**src/hdl/usb_bus_event_pkg.sv**
```systemverilog
// Constants shared by the device bus event status block and its line watcher.
// Assumes a 250 MHz system clock and an 8-bit register port.
package usb_bus_event_pkg;
  localparam int ADDR_W = 8;
  localparam int DATA_W = 8;
  localparam int CNT_W = 20;

  // Register byte offsets
  localparam logic [ADDR_W-1:0] OFS_STATUS = 8'hb0;
  localparam logic [ADDR_W-1:0] OFS_ENABLE = 8'hb4;
  localparam logic [ADDR_W-1:0] OFS_NEGO = 8'hb8;
  localparam logic [ADDR_W-1:0] OFS_LINK = 8'hbc;
  localparam logic [ADDR_W-1:0] OFS_POWER = 8'hc0;
  localparam logic [ADDR_W-1:0] OFS_ADDRESS = 8'hc4;
  localparam logic [ADDR_W-1:0] OFS_ROLE = 8'hc8;

  // Status and enable bit positions
  localparam int ST_NON_IDLE = 6;
  localparam int ST_FRAME = 5;
  localparam int ST_RESET = 4;
  localparam int ST_SUSPEND = 3;
  localparam int ST_HANDSHAKE = 2;
  localparam int ST_RESTORE = 1;
  localparam int ST_ADDRESS = 0;
  localparam logic [DATA_W-1:0] STATUS_MASK = 8'h7f;
  localparam logic [DATA_W-1:0] ROLE_GATED_MASK = 8'h3f;
  localparam logic [DATA_W-1:0] STATUS_RESET = 8'h00;

  // Negotiation control bit positions
  localparam int NC_ACTIVE = 7;
  localparam int NC_DETECT_DIS = 6;
  localparam int NC_HS_START = 5;
  localparam int NC_RESTORE = 4;
  localparam int NC_AUTO = 0;
  localparam logic [DATA_W-1:0] NEGO_RESET = 8'h00;

  // Link status, power control and role bit positions
  localparam int LS_SPEED = 0;
  localparam int LS_SUSPEND_ENTRY = 1;
  localparam int PC_SLEEP = 0;
  localparam int PC_SNOOZE = 1;
  localparam int RS_HOST = 0;

  // Line state coding
  localparam logic [1:0] LINE_SE0 = 2'b00;
  localparam logic [1:0] LINE_J = 2'b01;
  localparam logic [1:0] LINE_K = 2'b10;

  // Timing
  localparam int CLK_MHZ = 250;
  localparam int RESET_SE0_NS = 2500;
  localparam int RESET_SE0_CYC = (RESET_SE0_NS * CLK_MHZ + 999) / 1000;
  localparam int IDLE_US = 3000;
  localparam int IDLE_CYC = IDLE_US * CLK_MHZ;
  localparam int CHIRP_US = 1000;
  localparam int CHIRP_CYC = CHIRP_US * CLK_MHZ;
  localparam int RESUME_US = 1000;
  localparam int RESUME_CYC = RESUME_US * CLK_MHZ;
endpackage

```
**src/hdl/usb_bus_state_detect.sv**
```systemverilog
// Line watcher: finds bus reset, bus suspend and the high-speed idle fallback.
// Assumes line_state_i is already synchronised to clk_sys_i.
`timescale 1ns/1ps
`default_nettype none
module usb_bus_state_detect
#(
  parameter int IDLE_CYCLES = usb_bus_event_pkg::IDLE_CYC
)
(
  input wire logic clk_sys_i,
  input wire logic rst_n_i,
  input wire logic [1:0] line_state_i,
  input wire logic detect_en_i,
  input wire logic reset_en_i,
  input wire logic reset_blocked_i,
  input wire logic suspend_blocked_i,
  input wire logic hs_mode_i,
  output logic bus_reset_o,
  output logic bus_suspend_o,
  output logic fs_revert_o
);
  import usb_bus_event_pkg::*;

  logic [CNT_W-1:0] cnt_q;
  logic [CNT_W-1:0] cnt_d;
  logic [1:0] line_q;
  logic fired_q;
  logic fired_d;
  logic revert_q;
  logic revert_d;
  logic reset_d;
  logic suspend_d;

  always_comb
  begin
    cnt_d = cnt_q;
    fired_d = fired_q;
    revert_d = revert_q & hs_mode_i;
    reset_d = 1'b0;
    suspend_d = 1'b0;
    if (!detect_en_i || line_state_i != line_q)
    begin
      // Any bus activity restarts the episode
      cnt_d = '0;
      fired_d = 1'b0;
    end
    else if (!fired_q)
    begin
      cnt_d = cnt_q + CNT_W'(1);
      if (hs_mode_i && !revert_q)
      begin
        // HS idle is SE0; long silence switches to FS termination
        if (line_state_i == LINE_SE0 && cnt_q == CNT_W'(IDLE_CYCLES - 1))
        begin
          revert_d = 1'b1;
          cnt_d = '0;
        end
      end
      else if (line_state_i == LINE_SE0 && cnt_q == CNT_W'(RESET_SE0_CYC - 1))
      begin
        fired_d = 1'b1;
        reset_d = reset_en_i && !reset_blocked_i;
      end
      else if (line_state_i == LINE_J && (revert_q || cnt_q == CNT_W'(IDLE_CYCLES - 1)))
      begin
        fired_d = 1'b1;
        suspend_d = !suspend_blocked_i;
      end
    end
  end

  always_ff @(posedge clk_sys_i or negedge rst_n_i)
  begin
    if (!rst_n_i)
    begin
      cnt_q <= '0;
      line_q <= LINE_J;
      fired_q <= 1'b0;
      revert_q <= 1'b0;
      bus_reset_o <= 1'b0;
      bus_suspend_o <= 1'b0;
    end
    else
    begin
      cnt_q <= cnt_d;
      line_q <= line_state_i;
      fired_q <= fired_d;
      revert_q <= revert_d;
      bus_reset_o <= reset_d;
      bus_suspend_o <= suspend_d;
    end
  end

  assign fs_revert_o = revert_q;
endmodule
`default_nettype wire

```
**src/hdl/usb_bus_event_status.sv**
```systemverilog
// Device bus event status block: sticky bus events, interrupt, speed handshake,
// restore and sleep control. Assumes line state arrives raw from the transceiver
// and frame start and address completion pulses come from logic on clk_sys_i.
`timescale 1ns/1ps
`default_nettype none
module usb_bus_event_status
#(
  parameter int IDLE_CYCLES = usb_bus_event_pkg::IDLE_CYC,
  parameter int CHIRP_CYCLES = usb_bus_event_pkg::CHIRP_CYC,
  parameter int RESUME_CYCLES = usb_bus_event_pkg::RESUME_CYC
)
(
  input wire logic clk_sys_i,
  input wire logic rst_n_i,
  input wire logic [usb_bus_event_pkg::ADDR_W-1:0] reg_addr_i,
  input wire logic [usb_bus_event_pkg::DATA_W-1:0] reg_wr_data_i,
  input wire logic reg_wr_i,
  input wire logic reg_rd_i,
  output logic [usb_bus_event_pkg::DATA_W-1:0] reg_rd_data_o,
  input wire logic [1:0] line_state_i,
  input wire logic frame_start_token_i,
  input wire logic auto_address_status_done_i,
  input wire logic [6:0] auto_address_value_i,
  output logic interrupt_request_pin_o,
  output logic hs_termination_o,
  output logic drive_chirp_k_o,
  output logic drive_resume_k_o,
  output logic sleep_o,
  output logic [6:0] device_address_o
);
  import usb_bus_event_pkg::*;

  typedef enum logic [1:0] {SEQ_IDLE, SEQ_CHIRP, SEQ_LISTEN, SEQ_RESUME} seq_e;

  function automatic logic hit(input logic [ADDR_W-1:0] addr, input logic [ADDR_W-1:0] ofs);
    hit = (addr == ofs);
  endfunction

  logic rst_meta_q, rst_sync_q, rst_n;
  logic [1:0] line_meta_q, line_q;
  seq_e seq_q, seq_d;
  logic [CNT_W-1:0] seq_cnt_q, seq_cnt_d;
  logic chirp_seen_q, chirp_seen_d;
  logic handshake_done, restore_done, handshake_hs, handshake_start, restore_start;
  logic [DATA_W-1:0] status_q, status_d, enable_q, enable_d, nego_q, nego_d, power_q, power_d;
  logic [DATA_W-1:0] rd_data_d, event_set, clear_mask, role_view;
  logic role_host_q, role_host_d, hs_q, hs_d, saved_hs_q, saved_hs_d, suspend_entry_q, suspend_entry_d;
  logic [6:0] addr_q, addr_d;
  logic non_idle_en, suspended;
  logic bus_reset_ev, bus_suspend_ev, fs_revert;

  // Reset release and line state synchronisers
  always_ff @(posedge clk_sys_i or negedge rst_n_i)
  begin
    if (!rst_n_i)
    begin
      rst_meta_q <= 1'b0;
      rst_sync_q <= 1'b0;
    end
    else
    begin
      rst_meta_q <= 1'b1;
      rst_sync_q <= rst_meta_q;
    end
  end

  assign rst_n = rst_sync_q;

  always_ff @(posedge clk_sys_i or negedge rst_n)
  begin
    if (!rst_n)
    begin
      line_meta_q <= LINE_J;
      line_q <= LINE_J;
    end
    else
    begin
      line_meta_q <= line_state_i;
      line_q <= line_meta_q;
    end
  end

  // Own chirp or resume K on the bus would look like activity, so hold detection off
  usb_bus_state_detect #(
    .IDLE_CYCLES(IDLE_CYCLES)
  ) u_detect (
    .clk_sys_i(clk_sys_i),
    .rst_n_i(rst_n),
    .line_state_i(line_q),
    .detect_en_i(!nego_q[NC_DETECT_DIS] && seq_q == SEQ_IDLE),
    .reset_en_i(nego_q[NC_ACTIVE]),
    .reset_blocked_i(status_q[ST_SUSPEND]),
    .suspend_blocked_i(status_q[ST_RESET]),
    .hs_mode_i(hs_q),
    .bus_reset_o(bus_reset_ev),
    .bus_suspend_o(bus_suspend_ev),
    .fs_revert_o(fs_revert)
  );

  assign suspended = status_q[ST_SUSPEND] || suspend_entry_q;
  assign handshake_start = (reg_wr_i && hit(reg_addr_i, OFS_NEGO) && reg_wr_data_i[NC_HS_START]
                            && status_q[ST_RESET]) || (nego_q[NC_AUTO] && bus_reset_ev);
  assign restore_start = reg_wr_i && hit(reg_addr_i, OFS_NEGO) && reg_wr_data_i[NC_RESTORE] && suspended;
  assign handshake_hs = chirp_seen_q || line_q == LINE_K;

  // Speed handshake and restore sequencer
  always_comb
  begin
    seq_d = seq_q;
    seq_cnt_d = seq_cnt_q + CNT_W'(1);
    chirp_seen_d = chirp_seen_q;
    handshake_done = 1'b0;
    restore_done = 1'b0;
    case (seq_q)
      SEQ_IDLE:
      begin
        seq_cnt_d = '0;
        chirp_seen_d = 1'b0;
        if (restore_start)
          seq_d = SEQ_RESUME;
        else if (handshake_start)
          seq_d = SEQ_CHIRP;
      end
      SEQ_CHIRP:
      begin
        if (seq_cnt_q == CNT_W'(CHIRP_CYCLES - 1))
        begin
          seq_d = SEQ_LISTEN;
          seq_cnt_d = '0;
        end
      end
      SEQ_LISTEN:
      begin
        // Any host K while listening means the host speaks high speed
        if (line_q == LINE_K)
          chirp_seen_d = 1'b1;
        if (seq_cnt_q == CNT_W'(CHIRP_CYCLES - 1))
        begin
          seq_d = SEQ_IDLE;
          handshake_done = 1'b1;
        end
      end
      SEQ_RESUME:
      begin
        if (seq_cnt_q == CNT_W'(RESUME_CYCLES - 1))
        begin
          seq_d = SEQ_IDLE;
          restore_done = 1'b1;
        end
      end
      default:
        seq_d = SEQ_IDLE;
    endcase
  end

  always_ff @(posedge clk_sys_i or negedge rst_n)
  begin
    if (!rst_n)
    begin
      seq_q <= SEQ_IDLE;
      seq_cnt_q <= '0;
      chirp_seen_q <= 1'b0;
      drive_chirp_k_o <= 1'b0;
      drive_resume_k_o <= 1'b0;
    end
    else
    begin
      seq_q <= seq_d;
      seq_cnt_q <= seq_cnt_d;
      chirp_seen_q <= chirp_seen_d;
      drive_chirp_k_o <= seq_d == SEQ_CHIRP;
      drive_resume_k_o <= seq_d == SEQ_RESUME;
    end
  end

  // Registers, speed and power state
  always_comb
  begin
    role_view = role_host_q ? ~ROLE_GATED_MASK : 8'hff;
    non_idle_en = power_q[PC_SNOOZE] || (nego_q[NC_AUTO] && suspend_entry_q);
    event_set = '0;
    event_set[ST_NON_IDLE] = non_idle_en && line_q != LINE_J;
    event_set[ST_FRAME] = frame_start_token_i;
    event_set[ST_RESET] = bus_reset_ev;
    event_set[ST_SUSPEND] = bus_suspend_ev;
    event_set[ST_HANDSHAKE] = handshake_done;
    event_set[ST_RESTORE] = restore_done;
    event_set[ST_ADDRESS] = auto_address_status_done_i;
    clear_mask = '0;
    if (reg_wr_i && hit(reg_addr_i, OFS_STATUS))
      clear_mask = reg_wr_data_i & STATUS_MASK & role_view;
    // A new event wins over a clear in the same cycle
    status_d = ((status_q & ~clear_mask) | event_set) & STATUS_MASK;

    enable_d = enable_q;
    if (reg_wr_i && hit(reg_addr_i, OFS_ENABLE))
      enable_d = reg_wr_data_i & STATUS_MASK;

    nego_d = nego_q;
    if (reg_wr_i && hit(reg_addr_i, OFS_NEGO))
    begin
      nego_d[NC_ACTIVE] = reg_wr_data_i[NC_ACTIVE];
      nego_d[NC_DETECT_DIS] = reg_wr_data_i[NC_DETECT_DIS];
      nego_d[NC_AUTO] = reg_wr_data_i[NC_AUTO];
    end
    // Start bits read back as busy until their sequence ends
    if (seq_q == SEQ_IDLE && restore_start)
      nego_d[NC_RESTORE] = 1'b1;
    else if (seq_q == SEQ_IDLE && handshake_start)
      nego_d[NC_HS_START] = 1'b1;
    if (handshake_done)
      nego_d[NC_HS_START] = 1'b0;
    if (restore_done)
      nego_d[NC_RESTORE] = 1'b0;

    power_d = power_q;
    if (reg_wr_i && hit(reg_addr_i, OFS_POWER))
    begin
      power_d[PC_SNOOZE] = reg_wr_data_i[PC_SNOOZE];
      // Sleep is honoured only once the bus is suspended
      power_d[PC_SLEEP] = reg_wr_data_i[PC_SLEEP] && suspended;
    end
    // Bus activity or restore wakes the clocks again
    if (line_q != LINE_J || restore_start)
      power_d[PC_SLEEP] = 1'b0;

    role_host_d = role_host_q;
    if (reg_wr_i && hit(reg_addr_i, OFS_ROLE))
      role_host_d = reg_wr_data_i[RS_HOST];

    addr_d = addr_q;
    if (auto_address_status_done_i)
      addr_d = auto_address_value_i;

    hs_d = hs_q;
    saved_hs_d = saved_hs_q;
    suspend_entry_d = suspend_entry_q;
    if (bus_suspend_ev)
    begin
      saved_hs_d = hs_q;
      suspend_entry_d = 1'b1;
    end
    if (bus_reset_ev)
    begin
      hs_d = 1'b0;
      suspend_entry_d = 1'b0;
    end
    if (handshake_done)
      hs_d = handshake_hs;
    if (restore_done)
    begin
      hs_d = saved_hs_q;
      suspend_entry_d = 1'b0;
    end

    rd_data_d = '0;
    if (reg_rd_i)
    begin
      if (hit(reg_addr_i, OFS_STATUS))
        rd_data_d = status_q & role_view;
      else if (hit(reg_addr_i, OFS_ENABLE))
        rd_data_d = enable_q;
      else if (hit(reg_addr_i, OFS_NEGO))
        rd_data_d = nego_q;
      else if (hit(reg_addr_i, OFS_LINK))
      begin
        rd_data_d[LS_SPEED] = !hs_q;
        rd_data_d[LS_SUSPEND_ENTRY] = suspend_entry_q;
      end
      else if (hit(reg_addr_i, OFS_POWER))
        rd_data_d = power_q;
      else if (hit(reg_addr_i, OFS_ADDRESS))
        rd_data_d = {1'b0, addr_q};
      else if (hit(reg_addr_i, OFS_ROLE))
        rd_data_d[RS_HOST] = role_host_q;
    end
  end

  always_ff @(posedge clk_sys_i or negedge rst_n)
  begin
    if (!rst_n)
    begin
      status_q <= STATUS_RESET;
      enable_q <= '0;
      nego_q <= NEGO_RESET;
      power_q <= '0;
      role_host_q <= 1'b0;
      addr_q <= '0;
      hs_q <= 1'b0;
      saved_hs_q <= 1'b0;
      suspend_entry_q <= 1'b0;
      reg_rd_data_o <= '0;
      interrupt_request_pin_o <= 1'b0;
      hs_termination_o <= 1'b0;
      sleep_o <= 1'b0;
      device_address_o <= '0;
    end
    else
    begin
      status_q <= status_d;
      enable_q <= enable_d;
      nego_q <= nego_d;
      power_q <= power_d;
      role_host_q <= role_host_d;
      addr_q <= addr_d;
      hs_q <= hs_d;
      saved_hs_q <= saved_hs_d;
      suspend_entry_q <= suspend_entry_d;
      reg_rd_data_o <= rd_data_d;
      interrupt_request_pin_o <= |(status_q & enable_q);
      hs_termination_o <= hs_d && !fs_revert;
      sleep_o <= power_d[PC_SLEEP];
      device_address_o <= addr_d;
    end
  end
endmodule
`default_nettype wire

```
**config.mk**
```make
export PLATFORM = sky130hd
export DESIGN_NAME = usb_bus_event_status
export DESIGN_NICKNAME = d
export VERILOG_FILES = /design/src/hdl/usb_bus_event_pkg.sv /design/src/hdl/usb_bus_state_detect.sv /design/src/hdl/usb_bus_event_status.sv
export SDC_FILE = /design/constraint.sdc
export NUM_CORES = 1
export LEC_CHECK = 0
export BUFFER_PORTS_ARGS = -buffer_cell sky130_fd_sc_hd__buf_2
export CORE_MARGIN = 3
export CORE_UTILIZATION = 45
export CTS_CLUSTER_SIZE = 14
export DETAILED_ROUTE_END_ITERATION = 6
export SLEW_MARGIN = 20
export SYNTH_ARGS = -nofsm -noshare
export SYNTH_HDL_FRONTEND = slang
export SYNTH_SLANG_ARGS = --single-unit
export TNS_END_PERCENT = 20
```
**constraint.sdc**
```tcl
create_clock -name clk_sys_i -period 4.95 [get_ports clk_sys_i]
set_input_delay 0.495 -clock clk_sys_i [delete_from_list [all_inputs] [get_ports clk_sys_i]]
set_output_delay 0.495 -clock clk_sys_i [all_outputs]
set_load 0.1 [all_outputs]
```
; After elaboration in Yosys (flattened, before gate mapping)
; Index checks and enable logic that the tools add are counted.
[op_classes]
bitwise_logic = 7
n_reduce_logical = 46
mux = 59
n_eq_ne = 22
addsub = 2
[op_table]
columns = operator, count
row1 = 2-to-1 mux 20 bit, 5
row2 = "equality test 8 bit, second input constant", 7
row3 = "adder 20 x 1 -> 20 bit, second input constant", 2
row4 = case mux 20 bit (2 select lines), 1
row5 = 2-to-1 mux 1 bit, 37
row6 = 2-to-1 mux 8 bit, 4
row7 = logical AND 1 bit, 22
row8 = bitwise AND 7 bit, 3
row9 = "equality test 20 x 10 -> 1 bit, second input constant", 1
row10 = "equality test 20 x 18 -> 1 bit, second input constant", 1
row11 = "equality test 20 bit, second input constant", 1
row12 = 2-to-1 mux 6 bit, 3
row13 = 2-to-1 mux 7 bit, 2
row14 = 2-to-1 mux 2 bit, 5
row15 = bitwise AND 7 x 8 -> 8 bit, 1
row16 = "equality test 2 bit, second input constant", 4
row17 = nonzero test 2 bit, 4
row18 = OR reduction 8 bit, 1
row19 = logical OR 1 bit, 7
row20 = NOT 7 bit, 1
row21 = OR 7 bit, 1
row22 = "equality test 2 x 1 -> 1 bit, second input constant", 3
row23 = logical NOT 1 bit, 6
row24 = "!= test 2 bit, second input constant", 3
row25 = other kinds (9), 11
[word_totals]
input_bits = 31
ff_bits = 99

; Logic depth before layout (Yosys ltp)
[depth]
word_depth = 9
ltp_mapped = 7
mapped_depth_nobuf = 6

; Modules after synthesis
; From an unflattened synthesis, not the netlist that was laid out.
[hier_totals]
hier_cells = 493
area_unflattened_um2 = 5033.6
[modules_own_cells]
columns = mod, cells_each, area_each_um2, instances
row1 = usb_bus_event_status, 318, 3455.8, 1
row2 = usb_bus_state_detect, 175, 1577.8, 1

; Least setup slack after synthesis
; No wires, ideal clock.
[synth_timing]
path_type = reg-to-reg
start = reg u_detect.cnt_q[9]
end = reg u_detect.cnt_q[10]
n_path_buf = 0
t_arrival_ps = 1781
slack_ps = 3046
path_stages_with_launch = 6
setup_ps = 123
path_cell_list = dfrtp_1 or4b_4 nor4_4 nand2_4 o31a_1 o221a_1
[synth_between]
elab_chain_len = 6
elab_cells_between_ends = 7
classes_between = 1 x add/sub / 1 x eq/ne / 4 x mux / 1 x reduce/logical
[synth_lines]
columns = element, line
row1 = start: declaration, usb_bus_state_detect.sv:24  ; logic [CNT_W-1:0] cnt_q;
row2 = start signal: assignment, usb_bus_state_detect.sv:85  ; cnt_q <= cnt_d;
row3 = branches (longest 3 deep; another with adder 20 x 1 -> 20 bit), -
row4 = 2-to-1 mux 20 bit *, usb_bus_state_detect.sv:50  ; if (hs_mode_i && !revert_q)
row5 = 2-to-1 mux 20 bit *, usb_bus_state_detect.sv:47  ; else if (!fired_q)
row6 = 2-to-1 mux 20 bit *, usb_bus_state_detect.sv:41  ; if (!detect_en_i || line_state_i != line_q)
; Every way passes the cells marked *. The select of a mux whose other input is x is not followed.
; A chain may end at the register's enable or synchronous reset.

; Worst setup path after layout
[layout_timing]
start = reg seq_cnt_q[5]
end = reg seq_cnt_q[13]
[layout_between]
elab_chain_len = 3
elab_cells_between_ends = 4
classes_between = 1 x add/sub / 1 x eq/ne / 2 x mux
[layout_lines]
columns = element, line
row1 = start: declaration, usb_bus_event_status.sv:42  ; logic [CNT_W-1:0] seq_cnt_q, seq_cnt_d;
row2 = start signal: assignment, usb_bus_event_status.sv:169  ; seq_cnt_q <= seq_cnt_d;
row3 = adder 20 x 1 -> 20 bit or equality test 20 x 18 -> 1 bit (tied branches), "usb_bus_event_status.sv:110, usb_bus_event_status.sv:126"
row4 = 2-to-1 mux 20 bit, usb_bus_event_status.sv:126  ; if (seq_cnt_q == CNT_W'(CHIRP_CYCLES - 1))
row5 = case mux 20 bit (2 select lines) *, usb_bus_event_status.sv:114  ; case (seq_q)
row6 = named net seq_cnt_d[13], usb_bus_event_status.sv:42
; Mark *: on every way through the listed nets, which the timed path passes. The rest lies on a longest branch.

==> flow_summary.ini <==
[placement]
hpwl_um = 8010
gp_congestion = 0.877
numPortBuffers = 50

[clock_tree]
clk_latency_ps = 370
cts_resized = 0
htreeDepth = 3
cts_root_buf = clkbuf_8
cts_tree = built
clock_sinks = 99
cts_post_setup_buffers_inserted = 0
cts_buffers = 9
path_clk_slew_ps = 100
cts_hold_buffers = 1
cts_buffer_depth = 2

[yosys]
synth.most_common_cell = dfrtp_1
yosys_most_used_dff = dfrtp_1
yosys.area.top_type = dfrtp_1
netlist_instances = 475
syn_area_mm2 = 0.00489
synth_common_cells = dfrtp_1, nor2_1, nand2_1, nand3_1, mux2_2
syn_nets = 509
ys_types = 72
synth_top_area_share_pct = 49.2
ys_seq_elements = 99
synth.area.top_cells = dfrtp_1, mux2_2, nor2_1
synthArstFlopShare_pct = 100
synth_edf_count = 0
seq_area_frac_synth_pct = 50.8
avgSynthCellArea_um2 = 10.3
synth.yosys.warnings = 0

[timing]
finalSetupTns_ps = 0
setup-violations-final = 0
finalCritPeriodShare_pct = 48.7
worst_slew_pin_slew_ps = 869
fin_skew_ps = 11.2
fmax_mhz = 415
slew_headroom_pct = 41.2
grt_setup_unrepaired = no
final-max-slew-violation-count = 0
fin_crit_ps = 2410
hold_viol_final = 0

[power]
p_leak_nw = 2.38
p_per_area_mw_per_mm2 = 282
peakVddDrop_mv = 0.212

[floorplan]
io_pins = 51
dieWidth_um = 110
die_y_um = 110
rows = 37
initial_core_util_pct = 46.7
core_mm2 = 0.0105
die_area_mm2 = 0.0121

[detailed_routing]
detail_route.wl_per_cell_um = 16.6
drc = 0
via_count = 3726
vias_per_cell = 5.61
drt-initial-drc-count = 222
drt.antenna.violating_nets = 0
drt-total-wl_um = 11000
dr.pass1.iters = 7

[grt]
grt.total_usage_pct = 19.2
met3_usage_pct = 4.95
grt_overflow_total = 0
grt_start_max_net_pins = 58
grt_pass1_wl_um = 18100
grt_util_met1_pct = 25.5
met2_usage_pct = 31.0
busiest_layer = met2
first_global_vias = 3641
antenna_found_initial = 0

[worst_setup_path]
end_kind = flip-flop
crit_fanout = 20
cp.required_ps = 5180
start_kind = flip-flop
arrival_ps = 2640
worstSetupPathType = reg -> reg

[flow_run]
cap_viol_max_count = 0

[layout]
diodes = 0
layout-drive-gt1-share_pct = 19.7
final_nets = 557
area_growth_pct = 11.6
post-route-util_pct = 52.1

[outcome]
status = finished clean

[worst_hold_path]
min_path_type = in -> reg
==> sequential cells by signal, summed over array words and instances, names as in the netlist, 2 cells and up <==
signal,flops
u_detect.cnt_q,20
enable_q,7
u_detect.line_q,2
addr_q,7
seq_q,2
power_q,2
line_meta_q,2
nego_q,5
status_q,7
seq_cnt_q,20
reg_rd_data_o,8
line_q,2
==> cells in the final DEF (no fill, tap or decap), types with 3 or more instances in the layout <==
cell type / netlist / final
dfrtp_1: 96 / 95
nor2_1: 56 / 56
buf_2: 2 / 50
nand2_1: 37 / 37
nand3_1: 26 / 26
mux2_2: 19 / 19
a21oi_1: 17 / 17
xnor2_1: 17 / 17
nor3_1: 16 / 16
nand4_1: 15 / 15
xor2_1: 14 / 14
o21ai_0: 13 / 13
inv_1: 11 / 11
clkbuf_8: 1 / 9
nor4_1: 8 / 8
and3_1: 8 / 8
nor2b_1: 7 / 7
a22oi_1: 7 / 7
a21o_1: 6 / 6
o21ai_1: 4 / 4
and2_1: 4 / 4
mux2i_1: 4 / 4
nand4b_1: 4 / 4
a31oi_1: 4 / 4
and4_1: 4 / 4
o21a_1: 3 / 3
nand3b_1: 3 / 3
a211oi_1: 3 / 3
ha_1: 3 / 3
dfstp_2: 3 / 3
==> critical path, stage by stage (launching register included) <==
cell	delay, ps
dfrtp_1	450
nor4b_1	420
nand2_1	140
o41ai_2	490
and2_1	650
nor2_1	120
==> where the power goes <==
part	leakage (nW)	internal (mW)	switching, mW
Clock	0.106	0.286	0.284
Combinational	0.983	0.0321	0.0911
Sequential	1.29	0.825	0.0183
Total	2.38	1.14	0.394
==> final cells by class <==
type / count / area, um^2
clock buffer: 10 / 128
clock inverter: 6 / 90.1
tap: 136 / 170
multi-input combinational: 350 / 2270
sequential: 99 / 2480
fill: 975 / 5010
inverter: 11 / 41.3
timing repair buffer: 52 / 268
==> metrics by stage <==
stage                     std cells  hold WS [ps]  area (um^2)  total power, mW  worst slack [ps]
after floorplan                 475           199         4890            0.942              1990
after global placement          647           280         5230            0.981              2460
after detailed placement        647           282         5230            0.983              2470
after CTS                       664           191         5450             1.56              2530
after global routing            664           187         5450             1.60              2250
final                           664           224         5450             1.54              2540
==> cells by family after synthesis <==
group	Yosys count	share of synthesized area [%]
fa+ha+maj	3	0.768
buf+inv	26	2.71
simple gates	214	23.7
mux	25	5.66
xor+xnor	31	5.56
compound gates	76	10.7
other cells	1	0.0768
flops	99	50.8
==> per-layer routing <==
layer / share of wire (%) / wire length, um
met5: 0 / 0
met4: 1.1 / 117
met3: 4.2 / 467
met2: 49 / 5420
met1: 45 / 5000
==> path summary, 6_finish.rpt <==
kind,cells after the start,startpoint,slack (ps),endpoint
worst max-delay path,5,seq_cnt_q[5],2540,seq_cnt_q[13]
worst min-delay path,1,line_state_i[0],220,line_meta_q[0]
worst max register to register,5,seq_cnt_q[5],2540,seq_cnt_q[13]
worst min register to register,0,rst_n,300,seq_cnt_q[6]
max in group asynchronous,1,rst_n,3530,addr_q[4]
min in group asynchronous,0,rst_n,300,seq_cnt_q[6]
Note: power is estimated with default switching activity, not from simulation.
